**config.mk**
```make
export PLATFORM = sky130hd
export DESIGN_NAME = usb_ep0_flags
export DESIGN_NICKNAME = d
export VERILOG_FILES = /design/src/hw/usb_ep0_pkg.sv /design/src/hw/usb_ep0_flags.sv /design/src/hw/pin_sync.sv
export SDC_FILE = /design/constraint.sdc
export NUM_CORES = 1
export LEC_CHECK = 0
export BUFFER_PORTS_ARGS = -buffer_cell sky130_fd_sc_hd__buf_4
export CAP_MARGIN = 20
export CORE_UTILIZATION = 30
export DETAILED_ROUTE_END_ITERATION = 6
export GPL_TIMING_DRIVEN = 0
export PLACE_DENSITY = 0.61
export SKIP_CTS_REPAIR_TIMING = 1
export SYNTH_ARGS = -nofsm -noshare
export SYNTH_HDL_FRONTEND = slang
export SYNTH_HIERARCHICAL = 1
export SYNTH_SLANG_ARGS = --single-unit
```
**constraint.sdc**
```tcl
create_clock -name mclk -period 3 [get_ports mclk]
set_clock_uncertainty 0.2 [all_clocks]
set_input_delay 0.15 -clock mclk [delete_from_list [all_inputs] [get_ports mclk]]
set_output_delay 0.15 -clock mclk [all_outputs]
set_load 0.01 [all_outputs]
```
**src/hw/usb_ep0_pkg.sv**
```systemverilog
// package for the endpoint 0 flag and transmit control block
// assumes a 125 MHz mclk and a word-wide AHB-Lite register port
package usb_ep0_pkg;

  // ----------------------------------------------------------------
  // register indices, byte address is four times the index
  // ----------------------------------------------------------------
  localparam logic [7:0] IDX_INTERRUPT_FLAGS   = 8'hE8; // status flags
  localparam logic [7:0] IDX_INTERRUPT_ENABLES = 8'hE9; // enables
  localparam logic [7:0] IDX_EP0_TX_CONTROL    = 8'hEA; // ep0 control
  localparam logic [7:0] IDX_EP12_TX_CONTROL   = 8'hEB; // ep1/2 enable only

  // ----------------------------------------------------------------
  // bit positions, flags and enables share the same layout
  // ----------------------------------------------------------------
  localparam int BIT_SUSPEND   = 7; // suspend flag / enable
  localparam int BIT_RST_SYS   = 6; // enable only: bus reset resets system
  localparam int BIT_BUS_RESET = 5; // bus reset flag
  localparam int BIT_EP0_TX    = 4; // ep0 transmit done
  localparam int BIT_EP0_RX    = 3; // ep0 receive done
  localparam int BIT_EP12_TX   = 2; // ep1/2 transmit done
  localparam int BIT_EOP       = 1; // end of packet
  localparam int BIT_RESUME    = 0; // resume
  localparam int BIT_TOGGLE    = 7; // ep0 data toggle
  localparam int BIT_STALL     = 6; // ep0 force stall
  localparam int BIT_TX_EN     = 5; // ep0 transmit enable
  localparam int BIT_RX_EN     = 4; // ep0 receive enable
  localparam int BIT_EP12_EN   = 5; // ep1/2 transmit enable
  localparam int CNT_MSB       = 3; // ep0 byte count, bits 3..0

  // ----------------------------------------------------------------
  // values after reset
  // ----------------------------------------------------------------
  localparam logic [7:0] RST_FLAGS   = 8'h00;
  localparam logic [7:0] RST_ENABLES = 8'h00;
  localparam logic [7:0] RST_EP0_CTL = 8'h00;

  // ----------------------------------------------------------------
  // line timing at 125 MHz
  // ----------------------------------------------------------------
  localparam int CLK_MHZ        = 125;  // mclk rate
  localparam int SE0_RESET_NS   = 2500; // least se0 for a bus reset
  localparam int SE0_EOP_NS     = 670;  // least se0 for an end of packet
  localparam int SE0_RESET_CYC  = (SE0_RESET_NS * CLK_MHZ + 999) / 1000;
  localparam int SE0_EOP_CYC    = (SE0_EOP_NS * CLK_MHZ + 999) / 1000;

  // ----------------------------------------------------------------
  // token and answer kinds on the serial engine side
  // ----------------------------------------------------------------
  typedef enum logic [1:0] {TOK_OUT, TOK_IN, TOK_SETUP, TOK_SOF} tok_e;
  typedef enum logic [2:0] {RESP_NONE, RESP_NAK, RESP_STALL, RESP_ACK, RESP_DATA} resp_e;

endpackage

```
**src/hw/usb_ep0_flags.sv**
```systemverilog
// endpoint 0 flags, interrupt gating and ep0 transmit control
// assumes a serial engine on mclk giving token, ack and rx pulses,
// and D+/D- pin levels that are asynchronous to mclk
// ----------------------------------------------------------------
// ----------------------------------------------------------------
`timescale 1ns/1ps
module usb_ep0_flags #(
  parameter int RESET_CYC = usb_ep0_pkg::SE0_RESET_CYC, // se0 length for bus reset
  parameter int EOP_CYC   = usb_ep0_pkg::SE0_EOP_CYC    // se0 length for eop
) (
  input  wire logic                mclk,          // system clock
  input  wire logic                rst_b,         // async reset, low
  input  wire logic                ce,            // clock enable
  input  wire logic                hsel,          // ahb select
  input  wire logic [31:0]         haddr,         // ahb address
  input  wire logic [1:0]          htrans,        // ahb transfer type
  input  wire logic                hwrite,        // ahb write
  input  wire logic [2:0]          hsize,         // ahb size
  input  wire logic [31:0]         hwdata,        // ahb write data
  input  wire logic                hready,        // ahb ready in
  output logic      [31:0]         hrdata,        // ahb read data
  output logic                     hreadyout,     // ahb ready out
  output logic                     hresp,         // ahb response
  input  wire logic                dpPin,         // D+ level
  input  wire logic                dmPin,         // D- level
  input  wire logic                tokenValid,    // token received pulse
  input  wire usb_ep0_pkg::tok_e   tokenPid,      // token kind
  input  wire logic [3:0]          tokenEp,       // token endpoint
  input  wire logic                hostAck,       // host ack after our data
  input  wire logic                rxPacketOk,    // good data packet received
  output logic                     respValid,     // answer pulse
  output usb_ep0_pkg::resp_e       respCode,      // answer kind
  output logic                     respDataPid,   // 0 DATA0, 1 DATA1
  output logic      [3:0]          respByteCount, // bytes to send
  output logic                     usbClkEnable,  // usb module clock gate
  output logic                     usbSuspend,    // usb module suspend
  output logic                     sysResetReq,   // system reset pulse
  output logic                     cpuIrq         // cpu interrupt level
);

  // ----------------------------------------------------------------
  // elaboration checks
  // ----------------------------------------------------------------
  if (RESET_CYC < 2 || RESET_CYC > 511 || EOP_CYC < 1 || EOP_CYC >= RESET_CYC) begin : g_bad
    $error("usb_ep0_flags: se0 counts out of range");
  end

  // ----------------------------------------------------------------
  // decode helper
  // ----------------------------------------------------------------
  // true when a byte address selects the register of a given index
  function automatic logic hitIdx(input logic [31:0] a, input logic [7:0] idx);
    hitIdx = (a[31:10] == 22'h000000) && (a[9:2] == idx) && (a[1:0] == 2'h0);
  endfunction

  // ----------------------------------------------------------------
  // state
  // ----------------------------------------------------------------
  typedef enum logic [1:0] {LINE_IDLE, LINE_SE0, LINE_RESET} line_e;

  line_e      line_reg;            // bus line state
  logic [8:0] se0Cnt_reg;          // se0 length counter
  logic [7:0] flags_reg;           // interrupt flags
  logic [7:0] enables_reg;         // interrupt enables
  logic [7:0] ep0Ctl_reg;          // ep0 transmit control
  logic       ep12En_reg;          // ep1/2 transmit enable
  logic       wrPend_reg;          // write data phase pending
  logic [7:0] wrIdx_reg;           // index of pending write
  logic       wrHit_reg;           // pending write is mapped
  logic       pendEp0In_reg;       // data sent on ep0, waiting ack
  logic       pendEp12In_reg;      // data sent on ep1/2, waiting ack
  logic       pendEp0Out_reg;      // ep0 out/setup accepted
  logic       softRst_reg;         // bus reset with system reset enabled
  logic [1:0] pinSync;             // synchronised D+, inverted D-

  // ----------------------------------------------------------------
  // pin synchroniser
  // ----------------------------------------------------------------
  pin_sync #(
    .WIDTH (2)
  ) u_pin_sync (
    .mclk  (mclk),
    .rst_b (rst_b),
    .ce    (ce),
    .d     ({dpPin, !dmPin}),    // D- inverted so the reset value reads as idle J
    .q     (pinSync)
  );

  // ----------------------------------------------------------------
  // line decode
  // ----------------------------------------------------------------
  wire        lineDp     = pinSync[1];                 // synchronised D+
  wire        lineDm     = !pinSync[0];                // synchronised D-, inversion undone
  wire        lineSe0    = !lineDp && !lineDm;         // both low
  wire        lineJ      = lineDm && !lineDp;          // low speed idle
  wire [8:0]  resetLast  = 9'(RESET_CYC - 1);          // count at detection
  wire [8:0]  eopLeast   = 9'(EOP_CYC);                // least eop length
  wire        busResetEvt = lineSe0 && (line_reg == LINE_SE0)
                            && (se0Cnt_reg == resetLast);
  wire        eopEvt     = lineJ && (line_reg == LINE_SE0)
                            && (se0Cnt_reg >= eopLeast);
  wire        activityEvt = !lineJ && flags_reg[usb_ep0_pkg::BIT_SUSPEND];

  // ----------------------------------------------------------------
  // ahb decode
  // ----------------------------------------------------------------
  wire        addrPhase  = hsel && htrans[1] && hready;   // transfer taken
  wire        rdPhase    = addrPhase && !hwrite;          // read taken
  wire        rdFlags    = rdPhase && hitIdx(haddr, usb_ep0_pkg::IDX_INTERRUPT_FLAGS);
  wire        rdEnables  = rdPhase && hitIdx(haddr, usb_ep0_pkg::IDX_INTERRUPT_ENABLES);
  wire        rdEp0Ctl   = rdPhase && hitIdx(haddr, usb_ep0_pkg::IDX_EP0_TX_CONTROL);
  wire        rdEp12Ctl  = rdPhase && hitIdx(haddr, usb_ep0_pkg::IDX_EP12_TX_CONTROL);
  wire [7:0]  ep12View   = {2'h0, ep12En_reg, 5'h00};     // only the enable reads back
  wire [7:0]  rdByte     = rdFlags   ? flags_reg   :
                           rdEnables ? enables_reg :
                           rdEp0Ctl  ? ep0Ctl_reg  :
                           rdEp12Ctl ? ep12View    : 8'h00;
  wire [7:0]  wrByte     = hwdata[7:0];                   // narrow data in low lane
  wire        wrGo       = wrPend_reg && wrHit_reg;
  wire        wrFlags    = wrGo && (wrIdx_reg == usb_ep0_pkg::IDX_INTERRUPT_FLAGS);
  wire        wrEnables  = wrGo && (wrIdx_reg == usb_ep0_pkg::IDX_INTERRUPT_ENABLES);
  wire        wrEp0Ctl   = wrGo && (wrIdx_reg == usb_ep0_pkg::IDX_EP0_TX_CONTROL);
  wire        wrEp12Ctl  = wrGo && (wrIdx_reg == usb_ep0_pkg::IDX_EP12_TX_CONTROL);
  wire        wrMapped   = hitIdx(haddr, usb_ep0_pkg::IDX_INTERRUPT_FLAGS)
                           || hitIdx(haddr, usb_ep0_pkg::IDX_INTERRUPT_ENABLES)
                           || hitIdx(haddr, usb_ep0_pkg::IDX_EP0_TX_CONTROL)
                           || hitIdx(haddr, usb_ep0_pkg::IDX_EP12_TX_CONTROL);

  // ----------------------------------------------------------------
  // token decode and answer selection
  // ----------------------------------------------------------------
  wire        suspended  = flags_reg[usb_ep0_pkg::BIT_SUSPEND];
  wire        tokTake    = tokenValid && !suspended;          // engine frozen in suspend
  wire        tokEp0     = (tokenEp == 4'h0);
  wire        tokEp12    = (tokenEp == 4'h1) || (tokenEp == 4'h2);
  wire        isIn       = (tokenPid == usb_ep0_pkg::TOK_IN);
  wire        isOut      = (tokenPid == usb_ep0_pkg::TOK_OUT);
  wire        isSetup    = (tokenPid == usb_ep0_pkg::TOK_SETUP);
  wire        ep0_force_stall     = ep0Ctl_reg[usb_ep0_pkg::BIT_STALL];
  wire        txEn0      = ep0Ctl_reg[usb_ep0_pkg::BIT_TX_EN];
  wire        rxEn0      = ep0Ctl_reg[usb_ep0_pkg::BIT_RX_EN];
  wire        txDone0    = flags_reg[usb_ep0_pkg::BIT_EP0_TX];
  wire        rxDone0    = flags_reg[usb_ep0_pkg::BIT_EP0_RX];
  wire        txDone12   = flags_reg[usb_ep0_pkg::BIT_EP12_TX];
  wire        ep0InNak   = !txEn0 || txDone0;
  wire        ep0OutNak  = !rxEn0 || rxDone0;
  wire        ep12InNak  = !ep12En_reg || txDone12;
  wire        sendEp0    = tokTake && tokEp0 && isIn && !ep0_force_stall && !ep0InNak;
  wire        takeEp0    = tokTake && tokEp0 && ((isOut && !ep0_force_stall && !ep0OutNak) || isSetup);
  wire        sendEp12   = tokTake && tokEp12 && isIn && !ep12InNak;
  wire        setupClr   = tokTake && tokEp0 && isSetup;

  usb_ep0_pkg::resp_e respNext;                               // answer for this token
  assign respNext = !(tokTake && (tokEp0 || (tokEp12 && isIn))) ? usb_ep0_pkg::RESP_NONE :
                    (tokEp0 && isSetup)                  ? usb_ep0_pkg::RESP_ACK   :
                    (tokEp0 && (isIn || isOut) && ep0_force_stall) ? usb_ep0_pkg::RESP_STALL :
                    (sendEp0 || sendEp12)                ? usb_ep0_pkg::RESP_DATA  :
                    takeEp0                              ? usb_ep0_pkg::RESP_ACK   :
                    (tokEp0 && !isIn && !isOut)          ? usb_ep0_pkg::RESP_NONE  :
                                                           usb_ep0_pkg::RESP_NAK;

  // ----------------------------------------------------------------
  // flag next values, a hardware set beats a written clear
  // ----------------------------------------------------------------
  wire        ep0TxSet   = hostAck && pendEp0In_reg;
  wire        ep0RxSet   = rxPacketOk && pendEp0Out_reg;
  wire        ep12TxSet  = hostAck && pendEp12In_reg;
  wire [7:0]  hwSet      = {2'b00, busResetEvt, ep0TxSet, ep0RxSet, ep12TxSet,
                            eopEvt, activityEvt};
  wire [7:0]  swClr      = wrFlags ? ~wrByte : 8'h00;         // write zero clears
  wire [7:0]  keepMask   = softRst_reg ? 8'h20 : 8'hFF;       // system reset spares bus reset
  wire        susNext    = softRst_reg ? 1'b0 :
                           wrFlags ? wrByte[usb_ep0_pkg::BIT_SUSPEND] : suspended;
  wire        rstfNext   = busResetEvt
                           || (flags_reg[usb_ep0_pkg::BIT_BUS_RESET] && !rdFlags);
  wire [4:0]  lowFlags   = hwSet[4:0] | (flags_reg[4:0] & ~swClr[4:0] & keepMask[4:0]);
  wire [7:0]  flags_next = {susNext, 1'b0, rstfNext, lowFlags};

  // ----------------------------------------------------------------
  // ep0 control next value
  // ----------------------------------------------------------------
  wire [7:0]  ctlWritten = wrEp0Ctl ? wrByte : ep0Ctl_reg;
  wire [7:0]  stallMask  = setupClr ? 8'hBF : 8'hFF;          // setup clears stall
  wire [7:0]  ep0Ctl_next = softRst_reg ? usb_ep0_pkg::RST_EP0_CTL
                                        : (ctlWritten & stallMask);

  // ----------------------------------------------------------------
  // interrupt gating
  // ----------------------------------------------------------------
  wire [7:0]  irqMask    = enables_reg & 8'hBF;               // reset-enable is no source
  wire        irqNext    = |(flags_next & irqMask);

  // ----------------------------------------------------------------
  // line state machine and se0 counter
  // ----------------------------------------------------------------
  always_ff @(posedge mclk or negedge rst_b) begin
    if (!rst_b) begin
      line_reg   <= LINE_IDLE;
      se0Cnt_reg <= 9'h000;
    end else if (ce) begin
      case (line_reg)
        LINE_IDLE: begin
          se0Cnt_reg <= 9'h000;
          if (lineSe0) begin
            line_reg <= LINE_SE0;
          end
        end
        LINE_SE0: begin
          // count se0 length, end of se0 decides eop or not
          if (!lineSe0) begin
            line_reg <= LINE_IDLE;
          end else if (busResetEvt) begin
            line_reg <= LINE_RESET;
          end else begin
            se0Cnt_reg <= se0Cnt_reg + 9'h001;
          end
        end
        LINE_RESET: begin
          // hold until the line leaves se0, no eop reported
          if (!lineSe0) begin
            line_reg <= LINE_IDLE;
          end
        end
        default: begin
          line_reg <= LINE_IDLE;
        end
      endcase
    end
  end

  // ----------------------------------------------------------------
  // ahb slave, zero wait, read data registered in the address phase
  // ----------------------------------------------------------------
  always_ff @(posedge mclk or negedge rst_b) begin
    if (!rst_b) begin
      wrPend_reg <= 1'b0;
      wrIdx_reg  <= 8'h00;
      wrHit_reg  <= 1'b0;
      hrdata     <= 32'h00000000;
      hreadyout  <= 1'b0;
      hresp      <= 1'b0;
    end else if (ce) begin
      hreadyout  <= 1'b1;
      hresp      <= 1'b0;
      wrPend_reg <= addrPhase && hwrite;
      wrIdx_reg  <= haddr[9:2];
      wrHit_reg  <= wrMapped;
      if (rdPhase) begin
        hrdata <= {24'h000000, rdByte};
      end
    end
  end

  // ----------------------------------------------------------------
  // registers that software writes
  // ----------------------------------------------------------------
  always_ff @(posedge mclk or negedge rst_b) begin
    if (!rst_b) begin
      flags_reg   <= usb_ep0_pkg::RST_FLAGS;
      enables_reg <= usb_ep0_pkg::RST_ENABLES;
      ep0Ctl_reg  <= usb_ep0_pkg::RST_EP0_CTL;
      ep12En_reg  <= 1'b0;
    end else if (ce) begin
      flags_reg  <= flags_next;
      ep0Ctl_reg <= ep0Ctl_next;
      if (wrEnables) begin
        enables_reg <= wrByte;
      end
      if (softRst_reg) begin
        ep12En_reg <= 1'b0;
      end else if (wrEp12Ctl) begin
        ep12En_reg <= wrByte[usb_ep0_pkg::BIT_EP12_EN];
      end
    end
  end

  // ----------------------------------------------------------------
  // transaction tracking and answers to the serial engine
  // ----------------------------------------------------------------
  always_ff @(posedge mclk or negedge rst_b) begin
    if (!rst_b) begin
      pendEp0In_reg  <= 1'b0;
      pendEp12In_reg <= 1'b0;
      pendEp0Out_reg <= 1'b0;
      respValid      <= 1'b0;
      respCode       <= usb_ep0_pkg::RESP_NONE;
      respDataPid    <= 1'b0;
      respByteCount  <= 4'h0;
    end else if (ce) begin
      respValid <= (respNext != usb_ep0_pkg::RESP_NONE);
      if (tokTake) begin
        // a new token ends any transaction still waiting
        respCode       <= respNext;
        respDataPid    <= ep0Ctl_reg[usb_ep0_pkg::BIT_TOGGLE];
        respByteCount  <= ep0Ctl_reg[usb_ep0_pkg::CNT_MSB:0];
        pendEp0In_reg  <= sendEp0;
        pendEp12In_reg <= sendEp12;
        pendEp0Out_reg <= takeEp0;
      end else if (hostAck || rxPacketOk || softRst_reg) begin
        pendEp0In_reg  <= 1'b0;
        pendEp12In_reg <= 1'b0;
        pendEp0Out_reg <= 1'b0;
      end
    end
  end

  // ----------------------------------------------------------------
  // suspend, clock gate, system reset and interrupt outputs
  // ----------------------------------------------------------------
  always_ff @(posedge mclk or negedge rst_b) begin
    if (!rst_b) begin
      usbClkEnable <= 1'b0;
      usbSuspend   <= 1'b0;
      softRst_reg  <= 1'b0;
      sysResetReq  <= 1'b0;
      cpuIrq       <= 1'b0;
    end else if (ce) begin
      usbClkEnable <= !flags_next[usb_ep0_pkg::BIT_SUSPEND];
      usbSuspend   <= flags_next[usb_ep0_pkg::BIT_SUSPEND];
      softRst_reg  <= busResetEvt && enables_reg[usb_ep0_pkg::BIT_RST_SYS];
      sysResetReq  <= busResetEvt && enables_reg[usb_ep0_pkg::BIT_RST_SYS];
      cpuIrq       <= irqNext;
    end
  end

endmodule

```
**src/hw/pin_sync.sv**
```systemverilog
// two flip-flop synchroniser for asynchronous pin levels
// assumes the caller reads only q, never the first stage
`timescale 1ns/1ps
module pin_sync #(
  parameter int WIDTH = 2
) (
  input  wire logic             mclk,
  input  wire logic             rst_b,
  input  wire logic             ce,
  input  wire logic [WIDTH-1:0] d,
  output logic      [WIDTH-1:0] q
);

  // ----------------------------------------------------------------
  // elaboration check
  // ----------------------------------------------------------------
  if (WIDTH < 1) begin : g_bad_width
    $error("pin_sync: WIDTH must be at least 1");
  end

  logic [WIDTH-1:0] meta_reg; // first stage, read only by q

  // two stages, frozen while ce is low
  always_ff @(posedge mclk or negedge rst_b) begin
    if (!rst_b) begin
      meta_reg <= '0;
      q        <= '0;
    end else if (ce) begin
      meta_reg <= d;
      q        <= meta_reg;
    end
  end

endmodule

```
[After elaboration in Yosys (flattened, before gate mapping)]
Cells that the tools add are included.
Widths: inputs -> output; s select.
Operators by class
  $add $sub $neg: 1
  multipliers: 0
  divide/modulo/power cells: 0
  $lt $le $gt $ge: 1
  eq/ne operators: 20
  shift-type cells: 0
  multiplexer cells: 31
  bitwise operators: 7
  reduce and logical (&&, ||, !) cells: 100
Operator list (count)
  $eq 8x8->1 const B: 8
  $logic_and 1x1->1: 52
  $mux 8: 5
  $logic_not 22->1: 1
  $mux 9: 2
  $pmux 9 s2: 1
  $logic_not 1->1: 17
  $and 8x8->8: 2
  $logic_or 1x1->1: 14
  $mux 3: 4
  $and 5x5->5: 2
  $mux 2: 5
  $mux 5: 2
  $not 5->5: 2
  $reduce_and 2->1: 5
  $add 9x1->9 const B: 1
  $eq 9x9->1 const B: 1
  $ge 9x7->1 const B: 1
  $mux 1: 9
  $ne 2x2->1 const B: 4
  $reduce_and 4->1: 2
  $reduce_or 8->1: 1
  $mux 7: 1
  $logic_not 2->1: 3
  other kinds (11): 15
Word-level totals
  bits in registers: 74
  bits in latches: 0
  bits in writable memories: 0
  bits in read-only memories: 0
  bits of input ports: 86
  output and inout port bits: 47
  logic and storage cells: 184
  memories kept: 0

[Longest topological paths before layout]
  depth after elaboration: 12
  mapped depth: 7
  mapped depth without buffers: 6

[Modules after synthesis]
The synthesis kept the hierarchy.
Modules (own cells, without submodules)
  usb_ep0_flags: instances 1, cells an instance 394, area each 3842.4 µm², seq. area each 1726.7 µm²
  pin_sync: instances 1, cells an instance 8, area each 145.1 µm², seq. area each 100.1 µm²

[Worst setup path before layout]
OpenSTA, ideal clock, no wires.
  path kind: register to register
  start point: reg, netlist name usbSuspend
  end point: reg respCode[0]
  setup time: 0.132 ns
  arrival time: 1.875 ns
  required time: 2.668 ns
  slack: 0.793 ns
  stages on the path, launching flop included: 6
  buffers on the path: 0
  period minus slack after synthesis: 2.207 ns
  cell sequence: dfrtp_1 > or4b_4 > or4_1 > o41a_2 > a21boi_2 > o41ai_1
RTL lines
  end signal, assigned: RTL line usb_ep0_flags.sv:286  | respCode <= usb_ep0_pkg::RESP_NONE;
  end signal, assigned: RTL line usb_ep0_flags.sv:293  | respCode <= respNext;
  end, declared: RTL line usb_ep0_flags.sv:32  | output usb_ep0_pkg::resp_e respCode,

==> flow_summary.ini <==
[synth]
ys.flop_type = dfrtp_1
syn_area_um2 = 3990
synth.avg_cell_area_um2 = 9.92
yosysSeqAreaShare_pct = 45.8
ys_types = 60
synth_area_leaders = dfrtp_1, mux2_2, buf_4, nand2_1, o2bb2ai_1
synth_top_area_share_pct = 45.8
synth_edf_count = 0
ys_ff_latch = 73
async_flop_share_pct = 100
netlist.top_cell.by_area = dfrtp_1
yosys_warnings = 6
syn_inst = 402

[routing]
drt_wl_total_mm = 10.9
drcViolationCount = 0
vias = 3576
wire_per_inst_um = 15.2
drtIter0Drc = 245
first_pass_iters = 5
avgViaCountPerCell = 4.97
ant_nets = 0

[status]
violations = hold timing
status = complete, but fails checks

[sta]
hold_violations = 1
slew_headroom_pct = 37.5
min_period_ns = 2.44
worstMarginPinSlew_ns = 0.938
setup_tns_ns = 0
max_freq_mhz = 409
setup_viol = 0
min_period_over_period_pct = 81.5
final_max_slew_viol_count = 0
timing.hold.ws_ns = -0.0127
grt_setup_unrepaired = no

[placed_design]
post_dp_cell_area_um2 = 4890
hpwl_mm = 8.17
gp_congestion = 0.851
portBuffers = 79

[final_layout]
antenna_cells = 0
syn2layout_area_growth_pct = 36.3
drive_gt1_share_pct = 28.0
largest_reg_flops = 9
layout_common_cells = buf_4, dfrtp_1, nand2_1, dlygate4sd3_1
final_common_cell = buf_4
final_core_util_pct = 42.6
postLayoutCellArea_um2 = 5440
nets = 630

[setup_path]
path_buf_inv = 0
critPathMaxFanout = 9
crit_cells = 5
worstPathRequired_ns = 3.00
critPathMaxStageDelay_ns = 0.61
reg2regPathDepth = 5
cp-end-kind = flop
cp-start-kind = flop
regToRegStartpoint = usbSuspend$_DFFE_PN0P_
critPathTopFamily = simple AND/OR/NAND/NOR gates
rrSetupSlack_ns = 0.56
critPathLaunch = usbSuspend$_DFFE_PN0P_
cp.arrival_ns = 2.44
cpMaxStageDelayCell = or4b_4
path_cells = or4b_4, or4_1, o41a_2, a21boi_2, o41ai_1
critPathKind = reg2reg

[cts]
clk-insertion-delay-late_ns = 0.33
cts_root_buffer = clkbuf_16
cts_max_level = 3
cts_sinks = 73
clk_path_buf_depth = 2
cts.clk_slew.worst_paths_ns = 0.05
cts_inserted_buffers = 9
cts_tree = built

[power]
p_per_area_nw_per_um2 = 458
peakVddDrop_mv = 0.207
power_leakage_nw = 2.45
switching_share_pct = 24.1
p_seq_share_pct = 43.0
internal_power_mw = 1.89
p_switching_mw = 0.600
combPwrFrac_pct = 14.5
finalPower_mw = 2.49
clock_power_share_pct = 42.5

[global_routing]
grt_first_pass_wirelength_mm = 17.3
gr-total-overflow = 0
groute.usage.overall_pct = 16.7
antenna_found_initial = 0
grt_max_degree = 74
grt_pass1_vias = 3428

[floorplan]
start_util_pct = 31.2
die_height_um = 117
core_um2 = 12800
dieArea_um2 = 13800
rows = 41
die_w_um = 117
pin_count = 133

[job]
drv_cap = 0

[worst_hold_path]
hp-class = in2reg
worstHoldStart = tokenPid[0]
whs_path_depth = 4
-- per-layer routing --
metal	GRT usage [%]	routed length, um	vias to the layer above	share of wire (%)
met5	0	0	-	0
met4	6.92	225	0	2.1
met3	3.35	742	19	6.8
met2	27.4	5280	123	48
met1	21.6	4670	1706	43
li1	-	-	1728	-
-- area by class of cell --
type                    instances  area [um^2]
fillers                      1232         7340
multi-input cells             300         1960
flip-flops and latches         73         1830
repair buffers                105          853
plain buffers                  42          251
clock buffers                  13          250
well taps                     172          215
inverters                      11         41.3
clock inverters                 3         40.0
-- power by group through the flow --
stage	sequential [mW]	combinational [mW]	clock, mW
final	1.07	0.362	1.06
after global routing	1.08	0.406	1.12
after CTS	1.07	0.337	1.08
after detailed placement	1.09	0.335	0
after global placement	1.08	0.331	0
after floorplan	1.09	0.162	0
-- logic make-up (layout without fill, tap and decap cells) --
kind of cell / count (synthesis) / in the layout / synth area share, %
AOI/OAI and AO/OA: 87 / 87 / 16.4
xor gates and xnor gates: 1 / 1 / 0.220
adders and majority gates: 3 / 3 / 0.878
buffers and inverters: 53 / 174 / 7.34
DFF: 73 / 73 / 45.8
muxes: 28 / 28 / 7.81
other: 1 / 25 / 0.0940
and+or+nand+nor: 156 / 156 / 21.5
-- metrics by stage --
step | worst slack, ns | std cells
after floorplan | 0.793 | 426
after global placement | 0.597 | 677
after detailed placement | 0.604 | 677
after CTS | 0.583 | 693
after global routing | 0.394 | 719
final | 0.555 | 719
-- worst min-delay path: stages --
cell and delay, ns:
buf_4 0.11, nand3_1 0.07, nand3_1 0.08, o21ai_0 0.07
-- synthesized netlist by cell type (all sizes together), types with 5 or more instances --
library cell	count
buf	25
dfrtp	73
nand2	43
inv	11
nand3	16
nor2	22
clkbuf	17
nand3b	5
mux2	25
o21ai	20
nor4	12
a22oi	8
a21oi	5
nand2b	7
nor2b	6
a32o	5
nor3	6
nand4	9
o2bb2ai	16
a2bb2oi	7
-- final timing paths --
path                                             endpoint
worst max-delay path              respCode[0]$_DFFE_PN0P_
worst min-delay path                respValid$_DFFE_PN0P_
worst max register to register    respCode[0]$_DFFE_PN0P_
worst min register to register    respCode[1]$_DFFE_PN0P_
max in group asynchronous           hrdata[3]$_DFFE_PN0P_
min in group asynchronous       se0Cnt_reg[2]$_DFFE_PN0P_
Note: power is estimated with default switching activity, not from simulation.
